[src/pdsp_defines.vh]
`ifndef PDSP_DEFINES_VH
`define PDSP_DEFINES_VH
// Packet layout
`define PDSP_PKT_BITS      32
`define PDSP_ID_BITS       8
`define PDSP_INFO_BITS     24
// Packet identifiers
`define PDSP_ID_CHECKSUM   8'h00
`define PDSP_ID_SPECIAL_LO 8'h1C
`define PDSP_ID_SPECIAL_HI 8'h1F
`define PDSP_ID_STATUS     8'h7F
`define PDSP_ID_PART       8'hFF
// Clock dividers on the reference
`define PDSP_DIV4_HALF     2
`define PDSP_FRAC_NUM      12
`define PDSP_FRAC_DEN      25
// Minute timer, reference ticks per minute
`define PDSP_INT_REF_HZ    160000
`define PDSP_EXT_REF_HZ    76800
`define PDSP_SEC_PER_MIN   60
// Receiver control stage counts
`define PDSP_RX_STAGES_INT 7
`define PDSP_RX_STAGES_EXT 8
`endif

[src/pdsp_packet_port.v]
`timescale 1ns/10ps
`default_nettype none
`include "pdsp_defines.vh"

// Contract
// - Each packet is 32 bits: 8-bit identifier then 24 information bits.
// - Full duplex: both directions carry a valid packet every exchange.
// - Host drives serial clock and MOSI, select is chip select; MISO answers.
// - Once selected, the decoder lowers ready to let the shift proceed.
// - Each host-started packet needs a fresh falling edge of select.
// - Enabled decoder with nothing pending returns a status packet.
// - Decoder with a packet lowers ready; host selects and exchanges 32 bits.
// - Decoder-started packets may follow back to back with select held low.
// - Internal demodulator: 160 kHz reference, output 38.4 or 40 kHz.
// - External demodulator: 76.8 kHz reference, output 38.4 kHz when enabled.
// - Seven receiver control outputs internal, eight external.
// - A one-minute timer gives the host a time-of-day base.
// - Packets shift most significant bit first; bit 31 first.
// - Reset disables sending and loads checksum with the part identifier.
// - Ordinary packets fold into checksum and disable; matching checksum enables.
module pdsp_packet_port #(
    parameter [23:0] PART_ID   = 24'h5A5A5A, // Arbitrary neutral value
    // Reference ticks per minute for the internal and the external demodulator
    parameter        MIN_TICKS     = `PDSP_INT_REF_HZ * `PDSP_SEC_PER_MIN,
    parameter        MIN_TICKS_EXT = `PDSP_EXT_REF_HZ * `PDSP_SEC_PER_MIN
) (
    input  wire        sys_clk_in,
    input  wire        rst_n_in,
    input  wire        ss_n_in,
    input  wire        sck_in,
    input  wire        mosi_in,
    input  wire        ref_tick_in,
    input  wire        ext_demod_in,
    input  wire        clk_out_en_in,
    input  wire        clk_sel_div4_in,
    input  wire        tx_valid_in,
    input  wire [31:0] tx_data_in,
    input  wire [7:0]  rx_stage_in,
    output reg         miso_out,
    output reg         ready_n_out,
    output reg         tx_taken_out,
    output reg         rx_valid_out,
    output reg  [31:0] rx_data_out,
    output reg         enabled_out,
    output reg         divided_clock_output,
    output reg         minute_tick_out,
    output reg  [7:0]  rx_ctrl_out
);
    // Exchange states: wait for a start, shift 32 bits, report the packet
    localparam ST_IDLE  = 2'd0;
    localparam ST_SHIFT = 2'd1;
    localparam ST_DONE  = 2'd2;

    // Exchange state, select and clock history, shifters and checksum
    reg  [1:0]  state;
    reg         ss_q;
    reg         sck_q;
    reg         armed;
    reg  [31:0] tx_sh;
    reg  [31:0] rx_sh;
    reg  [5:0]  bit_cnt;
    reg  [23:0] checksum_value_field;
    reg         from_dev;
    // Clock output dividers and minute counter
    reg  [4:0]  frac_acc;
    reg  [1:0]  div_cnt;
    reg  [31:0] min_cnt;

    // Edge detection on the sampled select and serial clock
    wire        ss_fall = ss_q & ~ss_n_in;
    wire        sck_rise = ~sck_q & sck_in;
    wire        sck_fall = sck_q & ~sck_in;
    wire [7:0]  rx_id = rx_sh[31:24];
    wire        is_special = (rx_id >= `PDSP_ID_SPECIAL_LO) && (rx_id <= `PDSP_ID_SPECIAL_HI);
    wire        dev_pend = tx_valid_in & enabled_out;
    wire [31:0] status_pkt = {`PDSP_ID_STATUS, 24'h000000};
    wire [31:0] part_pkt = {`PDSP_ID_PART, PART_ID};
    // Fractional divider sum is one bit wider so that 24 + 12 cannot wrap
    wire [5:0]  frac_sum = {1'b0, frac_acc} + 6'h0C;
    wire [5:0]  frac_wrap = frac_sum - 6'h19;
    // Minute length follows the reference selected by the demodulator choice
    wire [31:0] min_limit = ext_demod_in ? MIN_TICKS_EXT : MIN_TICKS;

    // Edge history of select and serial clock
    always @(posedge sys_clk_in or negedge rst_n_in) begin
        if (!rst_n_in) begin
            ss_q  <= 1'b1;
            sck_q <= 1'b0;
        end else begin
            ss_q  <= ss_n_in;
            sck_q <= sck_in;
        end
    end

    // Packet exchange state machine
    always @(posedge sys_clk_in or negedge rst_n_in) begin
        if (!rst_n_in) begin
            state                <= ST_IDLE;
            armed                <= 1'b0;
            tx_sh                <= 32'h00000000;
            rx_sh                <= 32'h00000000;
            bit_cnt              <= 6'h00;
            miso_out             <= 1'b0;
            ready_n_out          <= 1'b1;
            tx_taken_out         <= 1'b0;
            rx_valid_out         <= 1'b0;
            rx_data_out          <= 32'h00000000;
            enabled_out          <= 1'b0;
            checksum_value_field <= PART_ID;
            from_dev             <= 1'b0;
        end else begin
            tx_taken_out <= 1'b0;
            rx_valid_out <= 1'b0;
            // Remember a select fall seen outside the shift state; a fall that merely selects
            // the decoder for its own pending packet must not start a host packet
            if (ss_fall && state != ST_SHIFT)
                armed <= 1'b1;
            case (state)
                ST_IDLE: begin
                    // Decoder-started when a packet waits, else on fresh select
                    if (dev_pend || (armed && !ss_n_in) || (ss_fall)) begin
                        if (dev_pend) begin
                            tx_sh        <= tx_data_in;
                            tx_taken_out <= 1'b1;
                        end else if (enabled_out)
                            tx_sh <= status_pkt;
                        else
                            tx_sh <= part_pkt;
                        from_dev    <= dev_pend;
                        armed       <= 1'b0;
                        bit_cnt     <= 6'h00;
                        ready_n_out <= 1'b0;
                        state       <= ST_SHIFT;
                    end
                end
                ST_SHIFT: begin
                    // A host packet cut short by deselection is dropped
                    if (ss_n_in && !from_dev) begin
                        ready_n_out <= 1'b1;
                        state       <= ST_IDLE;
                    end else if (!ss_n_in) begin
                        miso_out <= tx_sh[31];
                        if (sck_rise) begin
                            rx_sh   <= {rx_sh[30:0], mosi_in};
                            bit_cnt <= bit_cnt + 6'h01;
                        end
                        // Next MISO bit on the falling edge; bit 31 stands before the first rise
                        if (sck_fall && bit_cnt != 6'h00)
                            tx_sh <= {tx_sh[30:0], 1'b0};
                        // All 32 bits in: release ready and report the packet
                        if (bit_cnt == 6'd32) begin
                            ready_n_out <= 1'b1;
                            state       <= ST_DONE;
                        end
                    end
                end
                ST_DONE: begin
                    // Hand the received packet on for one cycle
                    rx_valid_out <= 1'b1;
                    rx_data_out  <= rx_sh;
                    from_dev     <= 1'b0;
                    state        <= ST_IDLE;
                    // Checksum bookkeeping on the received packet
                    if (rx_id == `PDSP_ID_CHECKSUM) begin
                        if (!enabled_out && rx_sh[23:0] == checksum_value_field)
                            enabled_out <= 1'b1;
                    end else if (!is_special) begin
                        checksum_value_field <= checksum_value_field ^ rx_sh[23:0];
                        enabled_out          <= 1'b0;
                    end
                end
                default: state <= ST_IDLE;
            endcase
        end
    end

    // Clock output: toggle on 12 of every 25 reference ticks for 38.4 kHz,
    // on every second tick for 40 kHz, or on every tick of the external reference
    always @(posedge sys_clk_in or negedge rst_n_in) begin
        if (!rst_n_in) begin
            frac_acc             <= 5'h00;
            div_cnt              <= 2'h0;
            divided_clock_output <= 1'b0;
        end else if (!clk_out_en_in) begin
            divided_clock_output <= 1'b0;
        end else if (ref_tick_in) begin
            if (clk_sel_div4_in && !ext_demod_in) begin
                div_cnt <= div_cnt + 2'h1;
                if (div_cnt == 2'd1 || div_cnt == 2'd3)
                    divided_clock_output <= ~divided_clock_output;
            end else if (ext_demod_in) begin
                divided_clock_output <= ~divided_clock_output;
            end else if (frac_sum >= 6'h19) begin
                frac_acc             <= frac_wrap[4:0];
                divided_clock_output <= ~divided_clock_output;
            end else begin
                frac_acc <= frac_sum[4:0];
            end
        end
    end

    // Minute timer and receiver stage outputs
    always @(posedge sys_clk_in or negedge rst_n_in) begin
        if (!rst_n_in) begin
            min_cnt         <= 32'h00000000;
            minute_tick_out <= 1'b0;
            rx_ctrl_out     <= 8'h00;
        end else begin
            minute_tick_out <= 1'b0;
            // The eighth control line is held off with the internal demodulator
            rx_ctrl_out     <= ext_demod_in ? rx_stage_in : {1'b0, rx_stage_in[6:0]};
            if (ref_tick_in) begin
                if (min_cnt >= min_limit - 32'h00000001) begin
                    min_cnt         <= 32'h00000000;
                    minute_tick_out <= 1'b1;
                end else
                    min_cnt <= min_cnt + 32'h00000001;
            end
        end
    end
endmodule // pdsp_packet_port
`default_nettype wire

[config.mk]
export PLATFORM = sky130hd
export DESIGN_NAME = pdsp_packet_port
export DESIGN_NICKNAME = d
export VERILOG_FILES = /design/src/pdsp_packet_port.v
export VERILOG_INCLUDE_DIRS = /design/src
export SDC_FILE = /design/constraint.sdc
export NUM_CORES = 1
export LEC_CHECK = 0
export BUFFER_PORTS_ARGS = -buffer_cell sky130_fd_sc_hd__buf_2
export CAP_MARGIN = 20
export CORE_MARGIN = 2
export CORE_UTILIZATION = 53
export CTS_CLUSTER_DIAMETER = 150
export DETAILED_ROUTE_END_ITERATION = 8
export PLACE_DENSITY = 0.76
export RECOVER_POWER = 50
export SLEW_MARGIN = 20
export SYNTH_ARGS = -nofsm -noshare
export SYNTH_HDL_FRONTEND = slang
export SYNTH_SLANG_ARGS = --single-unit
[constraint.sdc]
create_clock -name sys_clk_in -period 2.15 [get_ports sys_clk_in]
set_clock_uncertainty 0.05 [all_clocks]
set_input_delay 0.5375 -clock sys_clk_in [delete_from_list [all_inputs] [get_ports sys_clk_in]]
set_output_delay 0.5375 -clock sys_clk_in [all_outputs]
set_load 0.03 [all_outputs]
==> results by stage, run 1 <==
Outcome:
- The flow ran to the end, and the final reports show no timing, DRC or antenna violations.

Layout:
- Of the cells placed in the final design, the portion with a size suffix greater than 1 is 0.242.
- The antenna diode count is 0.
- Compared with the post-synthesis result, the final layout area differs by 19.8%.
- Measured on the finished design, the core utilization comes to 0.646.
- The net count of the finished layout is 1,021.
- The library cell used most frequently in the layout, excluding fill and tap cells, is sky130_fd_sc_hd__dfrtp_1.
- In the layout the commonest cells are sky130_fd_sc_hd__dfrtp_1, sky130_fd_sc_hd__nand2_1, sky130_fd_sc_hd__buf_2.

Worst setup path:
- The critical path start-end classification is register to register.
- The number of buffers and inverters on the critical path is 1.
- The endpoint of the worst setup timing path is min_cnt[2]$_DFFE_PN0P_.
- On the critical path, the stage with the largest delay is an instance of sky130_fd_sc_hd__dfrtp_2.
- The reg-to-reg endpoint is min_cnt[2]$_DFFE_PN0P_.
- The setup check on the worst reg-to-reg path leaves a slack of between 80 and 90 ps.
- STA classifies the critical path endpoint as a register.
- The largest single stage delay on the critical path is between 400 and 500 ps.
- The maximum fanout along the worst path is 7.
- The critical path data required time is 2410 ps.
- Walking the worst path, the cells encountered are ha_4 -> and4b_1 -> nand4_1 -> a221o_1 -> buf_4 -> a31oi_1 -> mux2i_1.
- The length in cells of the worst reg-to-reg path is 7.
- The worst register-to-register path begins at min_cnt[23]$_DFFE_PN0P_.
- The worst setup path is launched from a register.
- The critical path runs through a total of 7 cells.
- The worst setup path startpoint is min_cnt[23]$_DFFE_PN0P_.
- STA puts the critical path data arrival time at around 2300 ps.
- In this design, the largest share of critical-path delay is due to compound AO/OA/AOI/OAI gates.

Synth:
- The mean area per synthesized cell is around 10 sq um.
- The most common flop cell mapped by yosys is sky130_fd_sc_hd__dfrtp_1.
- For this run, the register share of the synthesized area comes to 0.548.
- The synthesized netlist cell count is 834.
- Synthesis produced a netlist with a net count of ~900.
- The number of enable flip-flop cells after synthesis is 0.
- Of the total synthesized cell area, the portion taken by AND, OR, NAND and NOR gates is 0.170.
- Measured against the total synthesized area, the mux share comes to 0.0483.
- Yosys printed 0 warnings.
- The main combinational cell family by area after synthesis is simple AND/OR/NAND/NOR gates.
- The compound-gate portion of the synthesized area was 0.0904.
- Of the total synthesized cell area, the portion taken by full adders, half adders and majority gates is 0.0249.
- Synthesis inferred 186 register bits.
- Counting flops with an async set or reset pin after synthesis yields a share of 1.00.
- Of the total synthesized cell area, the portion taken by XOR and XNOR cells is 0.0821.
- The post-synth design cell area is 0.00853 sq mm.
- The distinct cell type count of the synthesized netlist is 55.

STA:
- The actual slew at the worst max-slew pin is 1310 ps.
- The tightest slew margin relative to the limit is 0.125.
- The smallest setup slack after layout is between 80 and 90 ps.
- Final hold analysis gives a worst-case slack of between 150 and 200 ps.
- Setup violations remaining at the end of the flow were counted as 0.
- The count of final hold-check violations is 0.
- Static timing analysis puts the maximum clock frequency at 484 MHz.
- For the finished layout, the period the worst path requires is ~2100 ps.
- The number of pins with negative max-slew slack in the final report is 0.
- Of the available clock period, the critical path in the final layout requires 0.960.

Floorplan:
- between 90 and 100 I/O pins were placed.
- The standard-cell row count is 46.
- The area of the core is 0.0158 sq mm.
- The die outline width is 131 microns.
- The die height is about 130 microns.
- The initial utilization of the core area, before any placement, comes to 0.539.
- The area of the die is ~0.017 sq mm.

GRT:
- Across every metal layer, demand over resource in global routing totals 0.210.
- The via count of the first global-routing pass is 6,041.
- The first-pass GRT wire length is 28.5 mm.
- Entering global routing, the biggest net connects 55 pins.
- The initial antenna violation count is 0.
- After global routing the overflow that remains totals 0.

Flow run:
- The number of max-cap violations is 0.

Clocking:
- The total CTS buffers is 17.
- The clock transition time at the flip-flop clock pins of the worst setup and hold paths is approximately 70 ps.
- In this run, post-CTS hold repair placed 0 buffers.
- The cell chosen for the clock root is sky130_fd_sc_hd__clkbuf_16.
- The TritonCTS clock tree is built.
- The tree built by TritonCTS fans out to 186 sinks.
- The clock latency on the worst-skew pair is around 430 ps.
- The maximum level of the CTS H-tree is 4.
- The maximum buffer depth of the clock tree is 2.

Min path:
- The tightest min-delay check is of the primary input to register type.

Power:
- The clock network fraction of design power is 0.324.
- The fraction of power spent switching nets is 0.318.
- The share of total power dissipated in sequential elements is 0.435.
- Power spread over the standard cell area amounts to 987 mW/mm^2.
- Summed over all nets, the switching power comes to between 3 and 4 mW.
- The cell-internal power is 6.88 mW.
- The static power due to leakage is roughly 4.9 nW.
- The overall power after layout is just over 10 mW.
- IR analysis of the VDD net gives a maximum drop of just under 0.6 mV.
- The part of the power in combinational logic is 0.241.

Detailed routing:
- The total DRC errors in the routed layout is 0.
- The routed design has 17.2 mm of wire.
- Detailed routing inserted a total of roughly 6,300 vias.
- After detailed routing, the average wire length per cell comes to between 10 and 15 microns.
- The count of routing violations after the opening detailed-route iteration is between 300 and 400.
- The number of search-and-repair iterations in the first detailed-routing pass is 4.
- In the routed layout, each cell is associated on average with a via count of approximately 5.3.
- The number of nets with antenna violations after detailed routing is 0.

Placed design:
- Routability-driven placement finished with a final weighted congestion of around 0.83.
- Summed over all nets, the half-perimeter wirelength after detailed placement is approximately 12 mm.
- The quantity of I/O buffers inserted on ports is 96.
- The worst setup timing slack at the placement stage is -314 ps.
-- logic make-up (layout without fill, tap and decap cells) --
group | after synthesis | after routing
fa+ha+maj | 17 | 17
simple gates | 319 | 319
xor+xnor | 80 | 80
buf+inv | 77 | 210
flops | 186 | 186
compound gates | 118 | 118
mux | 37 | 37
-- cell type report --
class                      count  area (sq um)
sequential                   186          4670
clock inverter                15           203
inverter                      41           166
tap                          216           270
fill                        1292          5610
timing repair buffer         137           835
multi-input combinational    571          3650
clock buffer                  17           425
-- sequential cells by signal, indices dropped and copies added (netlist names) --
name	count
min_cnt	32
rx_data_out	32
rx_sh	32
tx_sh	32
checksum_value_field	24
rx_ctrl_out	8
bit_cnt	6
frac_acc	5
div_cnt	2
state	2
armed	1
divided_clock_output	1
enabled_out	1
from_dev	1
minute_tick_out	1
miso_out	1
ready_n_out	1
rx_valid_out	1
sck_q	1
ss_q	1
tx_taken_out	1
-- synthesized netlist by cell type, drive strengths merged (4+ instances only) --
library cell,instances,area [sq um]
a31oi,8,50.1
dfstp,14,368
nor2b,4,25.0
nand4,21,131
nor4,6,37.5
o21ai,27,135
a22oi,11,82.6
mux2i,4,40.0
mux2,33,372
and4,5,45.0
xor2,18,158
clkbuf,23,86.3
dfrtp,172,4300
ha,17,213
xnor2,62,543
o22ai,9,56.3
buf,13,75.1
nand2b,6,37.5
nor3,13,65.1
o211ai,18,135
nor2,64,240
and2,4,26.3
a21oi,28,151
nand3,31,155
inv,41,154
and3,4,25.0
nand2,150,563
-- repair_timing --
item,CTS,global route
setup endpoints to repair,1,39
resized for setup,1,12
pin swaps,0,2
buffers inserted,0,2
-- power by group through the flow --
stage	sequential [mW]	clock, mW	combinational [mW]
2_1_floorplan	4.46	0	1.50
3_3_place_gp	4.42	0	2.33
3_5_place_dp	4.44	0	2.40
4_1_cts	4.38	3.35	2.42
5_1_grt	4.45	3.49	2.74
6_report	4.39	3.26	2.44
-- metrics by stage --
step / std cells / setup TNS [ps] / area [sq um]
after detailed placement: 1149 / -9760 / 9590
after global routing: 1183 / -6.93 / 10200
final: 1183 / 0 / 10200
after global placement: 1149 / -7990 / 9590
after floorplan: 834 / -439 / 8590
after CTS: 1181 / 0 / 10200
-- worst min-delay path by stage --
stage                                      startpoint                          end  slack, ps  depth (start not counted)
after floorplan                              rst_n_in              armed$_DFF_PN0_        190                          0
after global placement    rx_data_out[25]$_DFFE_PN0P_  rx_data_out[25]$_DFFE_PN0P_        400                          2
after detailed placement  rx_data_out[26]$_DFFE_PN0P_  rx_data_out[26]$_DFFE_PN0P_        410                          2
after CTS                                    rst_n_in  rx_data_out[20]$_DFFE_PN0P_         20                          1
after global routing                   rx_stage_in[6]     rx_ctrl_out[6]$_DFF_PN0_        140                          1
final                                  rx_stage_in[0]     rx_ctrl_out[0]$_DFF_PN0_        160                          1
-- layer usage --
metal / share of wire / up-vias / global-route usage
met4: 0.013 / 0 / 0.0638
met2: 0.50 / 96 / 0.356
met3: 0.026 / 19 / 0.0391
met1: 0.46 / 3102 / 0.279
li1: - / 3079 / -
met5: 0 / - / 0
(Power assumes the default switching activity.)
==> run 2, diff against run 1 <==
- ABC_AREA: not set -> 1
==> run 2 against run 1 <==
Non-clock buffer count down 9. Clock power rose by 2%. Critical endpoint is now enabled_out. Flip-flop and latch count did not move. Highest routed layer unchanged.
==> results by stage, run 2 <==
Outcome:
- The run finished with clean final reports.

Detailed routing:
- The count of routing violations after the opening detailed-route iteration is 396 (+3.1%).
- The number of nets with antenna violations after detailed routing was 0 (unchanged).
- The mean routed wirelength per cell was 13.0 microns (-11%).
- The routed metal-1 wirelength was 8.84 mm (+11%).
- The top layer used by detailed routing is met4.
- The routed wire length on met2 is 8.63 mm (+0.34%).
- The wire length on met3 came to 789 microns (+77%).
- The total DRC errors in the routed layout came to 0 (unchanged).
- The number of search-and-repair iterations in the first detailed-routing pass is 6 (+2).
- The via count came to 7,070 (+12%).
- The number of vias per cell is 4.99 (-6.2%).
- The sum of routed wire length over all layers is 18.4 mm (+6.8%).

Worst setup path:
- The worst stage delay on the critical path came to 370 ps (-80 ps).
- The worst setup path startpoint is enabled_out$_DFFE_PN0P_.
- The critical path start-end classification is register to output port.
- The length in cells of the worst reg-to-reg path came to 10 (+3).
- The reg-to-reg endpoint is tx_sh[0]$_DFFE_PN0P_.
- Walking the worst path, the cells encountered are buf_4 -> buf_2.
- The critical path data required time was 1560 ps (-850 ps).
- The critical register-to-register path startpoint is bit_cnt[0]$_DFFE_PN0P_.
- The capturing element type of the critical path is an output port.
- The highest-delay cell along the critical path is sky130_fd_sc_hd__dfrtp_1.
- The reg2reg setup slack is 300 ps (+210 ps).
- The maximum fanout along the worst path is 15 (+8).
- The endpoint arrival time on the critical path is 1270 ps (-1050 ps).
- The nature of the critical path startpoint is a register.

GRT:
- The first-pass GRT wire length is 32.2 mm (+13%).
- The combined global-route utilization of all metal layers is 0.223 (+0.0124).
- The total overflow reported by the global router is 0 (unchanged).
- The initial antenna violation count was 0 (unchanged).
- The via count of the first global-routing pass is 6,836 (+13%).
- The maximum number of pins on one net before global-route repair came to 48 (-13%).

Synth:
- The post-synth design cell area is 0.00886 sq mm (+3.9%).
- The synthesized netlist cell count is 1,076 (+29%).
- The distinct cell type count of the synthesized netlist is 39 (-29%).
- The post-synthesis register bit count came to 186 (unchanged).
- The fraction of registers with async set/reset came to 1.00 (unchanged).
- The area share of the largest cell type after synthesis came to 0.486 (-0.0189).
- By area the synthesized netlist is led by sky130_fd_sc_hd__dfrtp_1, sky130_fd_sc_hd__nand2_1, sky130_fd_sc_hd__dfstp_2.
- The mean area per synthesized cell came to 8.24 sq um (-19%).
- The commonest cells after synthesis are sky130_fd_sc_hd__nand2_1, sky130_fd_sc_hd__dfrtp_1, sky130_fd_sc_hd__nor2_1.
- The number of warnings reported in the yosys synthesis log is 0 (unchanged).
- The synthesized design spends more area on one cell type than any other, namely sky130_fd_sc_hd__dfrtp_1.
- The most common flop cell mapped by yosys is sky130_fd_sc_hd__dfrtp_1.
- The total nets after synthesis is 1,143 (+27%).
- The most repeated cell in the gate-level netlist after synthesis is sky130_fd_sc_hd__nand2_1.
- The sequential cell area fraction in the yosys report is 0.527 (-0.0205).
- The number of enable flip-flop cells after synthesis came to 0 (unchanged).

Clocking:
- The total clock sinks is 186 (unchanged).
- The number of buffers inserted for hold repair after clock tree synthesis is 1 (+1).
- The clock transition time at the flip-flop clock pins of the worst setup and hold paths was 70 ps (about the same).
- The maximum level of the CTS H-tree is 4 (unchanged).
- The count of buffers added by post-CTS timing repair for setup is 0 (unchanged).
- The total CTS buffers is 17 (unchanged).
- The count of instances resized after the clock tree is built was 0 (-1).
- TritonCTS built the clock tree.
- The maximum buffer depth of the clock tree is 2 (unchanged).
- The clock latency on the worst-skew pair is 430 ps (about the same).
- Clock tree synthesis selected as its root buffer the cell sky130_fd_sc_hd__clkbuf_16.

Floorplan:
- The I/O pin count is 97 (unchanged).
- The die outline width is 133 microns (+1.9%).
- The die height is 133 microns (+1.9%).
- The area of the core is 0.0165 sq mm (+4.0%).
- The area of the die is 0.0178 sq mm (+3.8%).
- The standard-cell row count is 47 (+2.2%).
- The initial standard-cell utilization of the core is 0.538 (-0.000747).

Min path:
- The end of the worst hold path is rx_ctrl_out[2]$_DFF_PN0_.
- The number of cells on the worst hold path is 1 (unchanged).
- The path type of the worst min-delay path is primary input to register.
- In this run the most critical hold path is launched from rx_stage_in[2].

Layout:
- The final core area utilization is 0.624 (-0.0213).
- The commonest non-fill, non-tap cell in the layout is sky130_fd_sc_hd__nand2_1.
- The proportion of layout cells with a drive suffix above 1 came to 0.161 (-0.0815).
- Leaving out fill and tap cells, the most frequent cells in the layout are sky130_fd_sc_hd__nand2_1, sky130_fd_sc_hd__dfrtp_1, sky130_fd_sc_hd__nor2_1.
- The antenna diode count is 0 (unchanged).
- Compared with the post-synthesis result, the final layout area differs by 16.0%.
- The number of nets at the end of the flow came to 1,250 (+22%).

STA:
- The final critical-path share of the clock period came to 0.863 (-0.0976).
- Setup repair after global routing left no endpoint under its margin.
- The total of endpoints with negative setup slack in the final report is 0 (unchanged).
- The number of pins with negative max-slew slack in the final report came to 0 (unchanged).
- The count of final hold-check violations is 0 (unchanged).
- The actual slew at the worst max-slew pin is 895 ps (-418 ps).
- The tightest slew margin relative to the limit is 0.403 (+0.279).
- The final period demand of the worst path came to 1850 ps (-210 ps).
- The worst hold slack is 160 ps (-0.335 ps).
- The maximum frequency from static timing analysis is 539 MHz (+11%).

Flow run:
- The number of max-cap violations was 0 (unchanged).

Power:
- The static power due to leakage is 5.47 nW (+12%).
- The worst-case vdd ir drop is 0.858 mV (+44%).
- The cell area power density is 1130 mW/mm^2 (+15%).

Placed design:
- The placed wire-length estimate after detailed placement is 12.7 mm (+9.5%).
- The final weighted congestion in routability-driven placement is 0.833 (about the same).
- The quantity of I/O buffers inserted on ports came to 96 (unchanged).
-- run 2: how the worst max path moves through the flow --
stage | to | depth (start not counted) | slack, ps
4_1_cts | enabled_out | 2 | 260
6_report | enabled_out | 2 | 300
5_1_grt | tx_sh[15]$_DFFE_PN0P_ | 3 | 70
3_3_place_gp | min_cnt[3]$_DFFE_PN0P_ | 13 | 20
2_1_floorplan | min_cnt[6]$_DFFE_PN0P_ | 9 | 260
3_5_place_dp | min_cnt[24]$_DFFE_PN0P_ | 13 | -6
-- run 2: cell type report --
type,count,area [sq um]
Clock buffer,21,460
Inverter,83,312
Fill cell,1452,6180
Sequential cell,186,4670
Clock inverter,11,155
Multi-Input combinational cell,767,3650
Tap cell,220,275
Timing Repair Buffer,128,759
-- run 2: logic make-up after synthesis --
| family | share of synthesized area |
|---|---|
| AND/OR/NAND/NOR | 0.278 |
| flip-flops | 0.527 |
| buffers and inverters | 0.0610 |
| AO/OA/AOI/OAI | 0.0682 |
| XOR/XNOR | 0.0415 |
| adder cells (fa/ha/maj) | 0.0240 |
-- run 2: critical path, delay by kind of cell (launching register included) --
kind / cells / cell delay (ps)
DFF: 1 / 370
buffers and inverters: 2 / 460
-- run 2: power by group --
| group | switching (mW) | internal, mW |
|---|---|---|
| combinational | 2.47 | 1.33 |
| sequential | 0.416 | 4.12 |
| clock | 1.40 | 1.91 |
-- run 2: through the flow --
step / setup slack, ps / cell area [sq um] / TNS, ps / total power, mW / std cells
finish: 295 / 10300 / 0 / 11.6 / 1416
detailed placement: -6.25 / 9720 / -6.25 / 8.40 / 1383
floorplan: 255 / 8860 / 0 / 7.36 / 1076
CTS: 264 / 10300 / 0 / 11.8 / 1416
global placement: 22.7 / 9720 / 0 / 8.28 / 1383
global route: 73.8 / 10300 / 0 / 12.5 / 1416
-- run 2: metal layers --
layer	vias to the layer above	track usage
met2	144	0.358
met1	3336	0.311
met5	-	0
met3	15	0.0506
met4	0	0.0538
li1	3575	-
==> run 3, diff against run 2 <==
- ABC_AREA: 1 -> not set
- TNS_END_PERCENT: not set -> 1
==> run 3 against run 2 <==
Cell count shrank 16%. Critical path depth grew 5. Die area shrank 3.6%. Maximum frequency shrank 10%. Clock-buffer cell count shrank 4. First-iteration DRC count shrank 1.0%. Power shrank 13%. Setup slack lost 220 ps. Register-to-register slack lost 220 ps. Cell area shrank 0.72%. Global-route usage shrank 1.2 points. Clock power shrank 2%. Largest cell class unchanged. Largest power group unchanged. Highest routed layer unchanged.
==> results by stage, run 3 (same netlist as run 1, synthesis figures left out) <==
Clocking:
- The total CTS buffers is 17 (unchanged).
- The cell chosen for the clock root is sky130_fd_sc_hd__clkbuf_16.
- The clock transition time at the flip-flop clock pins of the worst setup and hold paths came to 70 ps (about the same).
- The total clock sinks was 186 (unchanged).
- The number of buffers inserted for hold repair after clock tree synthesis was 0 (-1).
- The clock latency on the worst-skew pair is 430 ps (about the same).
- TritonCTS built the clock tree.
- The maximum buffer depth of the clock tree is 2 (unchanged).
- The maximum level of the CTS H-tree is 4 (unchanged).

STA:
- The smallest setup slack after layout was 78.9 ps (-216 ps).
- The count of final hold-check violations is 0 (unchanged).
- Setup repair after global routing could not meet its margin everywhere.
- The maximum frequency from static timing analysis was 483 MHz (-10%).
- The final period demand of the worst path is 2070 ps (+216 ps).
- The final critical-path share of the clock period is 0.963 (+0.101).
- The total of endpoints with negative setup slack in the final report is 0 (unchanged).
- The actual slew at the worst max-slew pin came to 1310 ps (+410 ps).
- The number of pins with negative max-slew slack in the final report is 0 (unchanged).
- The accumulated negative setup slack is 0 ps (unchanged).
- The tightest slew margin relative to the limit is 0.130 (-0.274).

Worst setup path:
- The critical path start-end classification is register to register.
- STA classifies the critical path startpoint as a register.
- The endpoint arrival time on the critical path is 2330 ps (+1060 ps).
- The critical path data required time was 2410 ps (+850 ps).
- The worst setup path is captured at a register.
- The most critical setup path has its startpoint at min_cnt[23]$_DFFE_PN0P_.
- The reg2reg setup slack is 80 ps (-220 ps).
- The critical register-to-register path startpoint is min_cnt[23]$_DFFE_PN0P_.
- The maximum fanout along the worst path is 7 (-8).

Power:
- The share of power burned in registers is 0.435 (+0.045).
- The cell-internal power is 6.87 mW (-6.6%).
- The fraction of power spent switching nets is 0.318 (-0.0496).
- The cell area power density is 988 mW/mm^2 (-13%).
- The static power due to leakage is 4.86 nW (-11%).
- The switching power is 3.21 mW (-25%).
- The clock network fraction of design power is 0.324 (+0.040).
- The part of the power in combinational logic was 0.241 (-0.085).
- The worst-case vdd ir drop is 0.598 mV (-30%).

Layout:
- The top cell types in the final layout, fill and taps aside, are sky130_fd_sc_hd__dfrtp_1, sky130_fd_sc_hd__nand2_1, sky130_fd_sc_hd__buf_2.
- The proportion of layout cells with a drive suffix above 1 is 0.238 (+0.0773).
- The commonest non-fill, non-tap cell in the layout is sky130_fd_sc_hd__dfrtp_1.
- The area growth from synthesis to layout is 19.7%.
- The antenna diode count is 0 (unchanged).
- The number of nets at the end of the flow was 1,021 (-18%).
- The number of filler instances in the final layout is 1,292 (-11%).

Floorplan:
- The die height is 131 microns (-1.8%).
- The initial standard-cell utilization of the core is 0.539 (+0.000747).
- The area of the core is 0.0158 sq mm (-3.9%).
- The area of the die is 0.0171 sq mm (-3.6%).
- The die outline width was 131 microns (-1.8%).
- The I/O pin count is 97 (unchanged).
- The standard-cell row count is 46 (-2.1%).

Placed design:
- The final weighted congestion in routability-driven placement is 0.833 (about the same).
- The quantity of I/O buffers inserted on ports came to 96 (unchanged).
- The placed wire-length estimate after detailed placement was 11.6 mm (-8.6%).
- The worst setup timing slack at the placement stage came to -314 ps (-308 ps).

Detailed routing:
- The via count is 6,281 (-11%).
- The sum of routed wire length over all layers was 17.2 mm (-6.5%).
- The count of routing violations after the opening detailed-route iteration is 392 (-1.0%).
- The number of nets with antenna violations after detailed routing is 0 (unchanged).
- The mean routed wirelength per cell is 14.6 microns (+12%).
- The number of vias per cell is 5.31 (+6.3%).
- The total DRC errors in the routed layout is 0 (unchanged).
- The number of search-and-repair iterations in the first detailed-routing pass is 4 (-2).

GRT:
- The total overflow reported by the global router came to 0 (unchanged).
- The first-pass GRT wire length is 28.5 mm (-11%).
- The via count of the first global-routing pass was 6,041 (-12%).
- The combined global-route utilization of all metal layers is 0.210 (-0.0124).
- The maximum number of pins on one net before global-route repair is 55 (+15%).
- The initial antenna violation count is 0 (unchanged).

Min path:
- The path type of the worst min-delay path is primary input to register.
- In this run the most critical hold path is launched from rx_stage_in[0].

Flow run:
- The number of max-cap violations is 0 (unchanged).

Outcome:
- The run finished with clean final reports.
-- run 3: layout make-up --
| type | count | area, sq um | area share |
|---|---|---|---|
| Inverter | 41 | 166 | 0.0163 |
| Clock inverter | 15 | 203 | 0.0199 |
| Sequential cell | 186 | 4670 | 0.458 |
| Timing Repair Buffer | 137 | 833 | 0.0816 |
| Multi-Input combinational cell | 571 | 3640 | 0.356 |
| Clock buffer | 17 | 425 | 0.0417 |
| Tap cell | 216 | 270 | 0.0265 |
-- run 3: worst max-delay path, stage by stage (launching register included) --
cell                      delay, ps
sky130_fd_sc_hd__dfrtp_2        450
sky130_fd_sc_hd__ha_4           280
sky130_fd_sc_hd__and4b_1        270
sky130_fd_sc_hd__nand4_1        120
sky130_fd_sc_hd__a221o_1        330
sky130_fd_sc_hd__buf_4          180
sky130_fd_sc_hd__a31oi_1        170
sky130_fd_sc_hd__mux2i_1         90
-- run 3: metrics by stage --
stage	utilization	power (mW)	instances	hold slack, ps	instance area, sq um
5_1_grt	0.645	10.7	1183	143	10200
6_report	0.645	10.1	1183	159	10200
4_1_cts	0.645	10.2	1181	20.6	10200
3_3_place_gp	0.606	6.74	1149	405	9590
2_1_floorplan	-	5.96	834	192	8590
3_5_place_dp	0.606	6.84	1149	406	9590
-- run 3: path summary, 6_finish.rpt --
kind	endpoint	cells past startpoint
max in group asynchronous	checksum_value_field[11]$_DFFE_PN1P_	2
max reg2reg	min_cnt[2]$_DFFE_PN0P_	7
min reg2reg	rx_data_out[29]$_DFFE_PN0P_	2
max	min_cnt[2]$_DFFE_PN0P_	7
min	rx_ctrl_out[0]$_DFF_PN0_	1
min in group asynchronous	rx_ctrl_out[5]$_DFF_PN0_	1
-- run 3: metal layers --
layer  vias to the layer above  part of all wire  track usage  routed length, microns
li1                       3080                 -            -                       -
met1                      3080              0.46        0.279                    7930
met2                       102              0.50        0.356                    8610
met3                        19             0.026       0.0391                     456
met4                         0             0.013       0.0638                     225
met5                         -                 0            0                       0
-- run 3: power groups by stage --
stage	clock network, mW	logic [mW]	registers [mW]
global route	3.49	2.74	4.44
detailed placement	0	2.40	4.44
floorplan	0	1.50	4.46
finish	3.26	2.43	4.38
CTS	3.35	2.42	4.38
global placement	0	2.33	4.42
-- run 3: timing repair --
item / in CTS / in global routing
setup buffers: 0 / 2
gates resized for setup: 1 / 9
hold endpoints to repair: 0 / 0
pin swaps: 0 / 1
setup endpoints to repair: 1 / 39
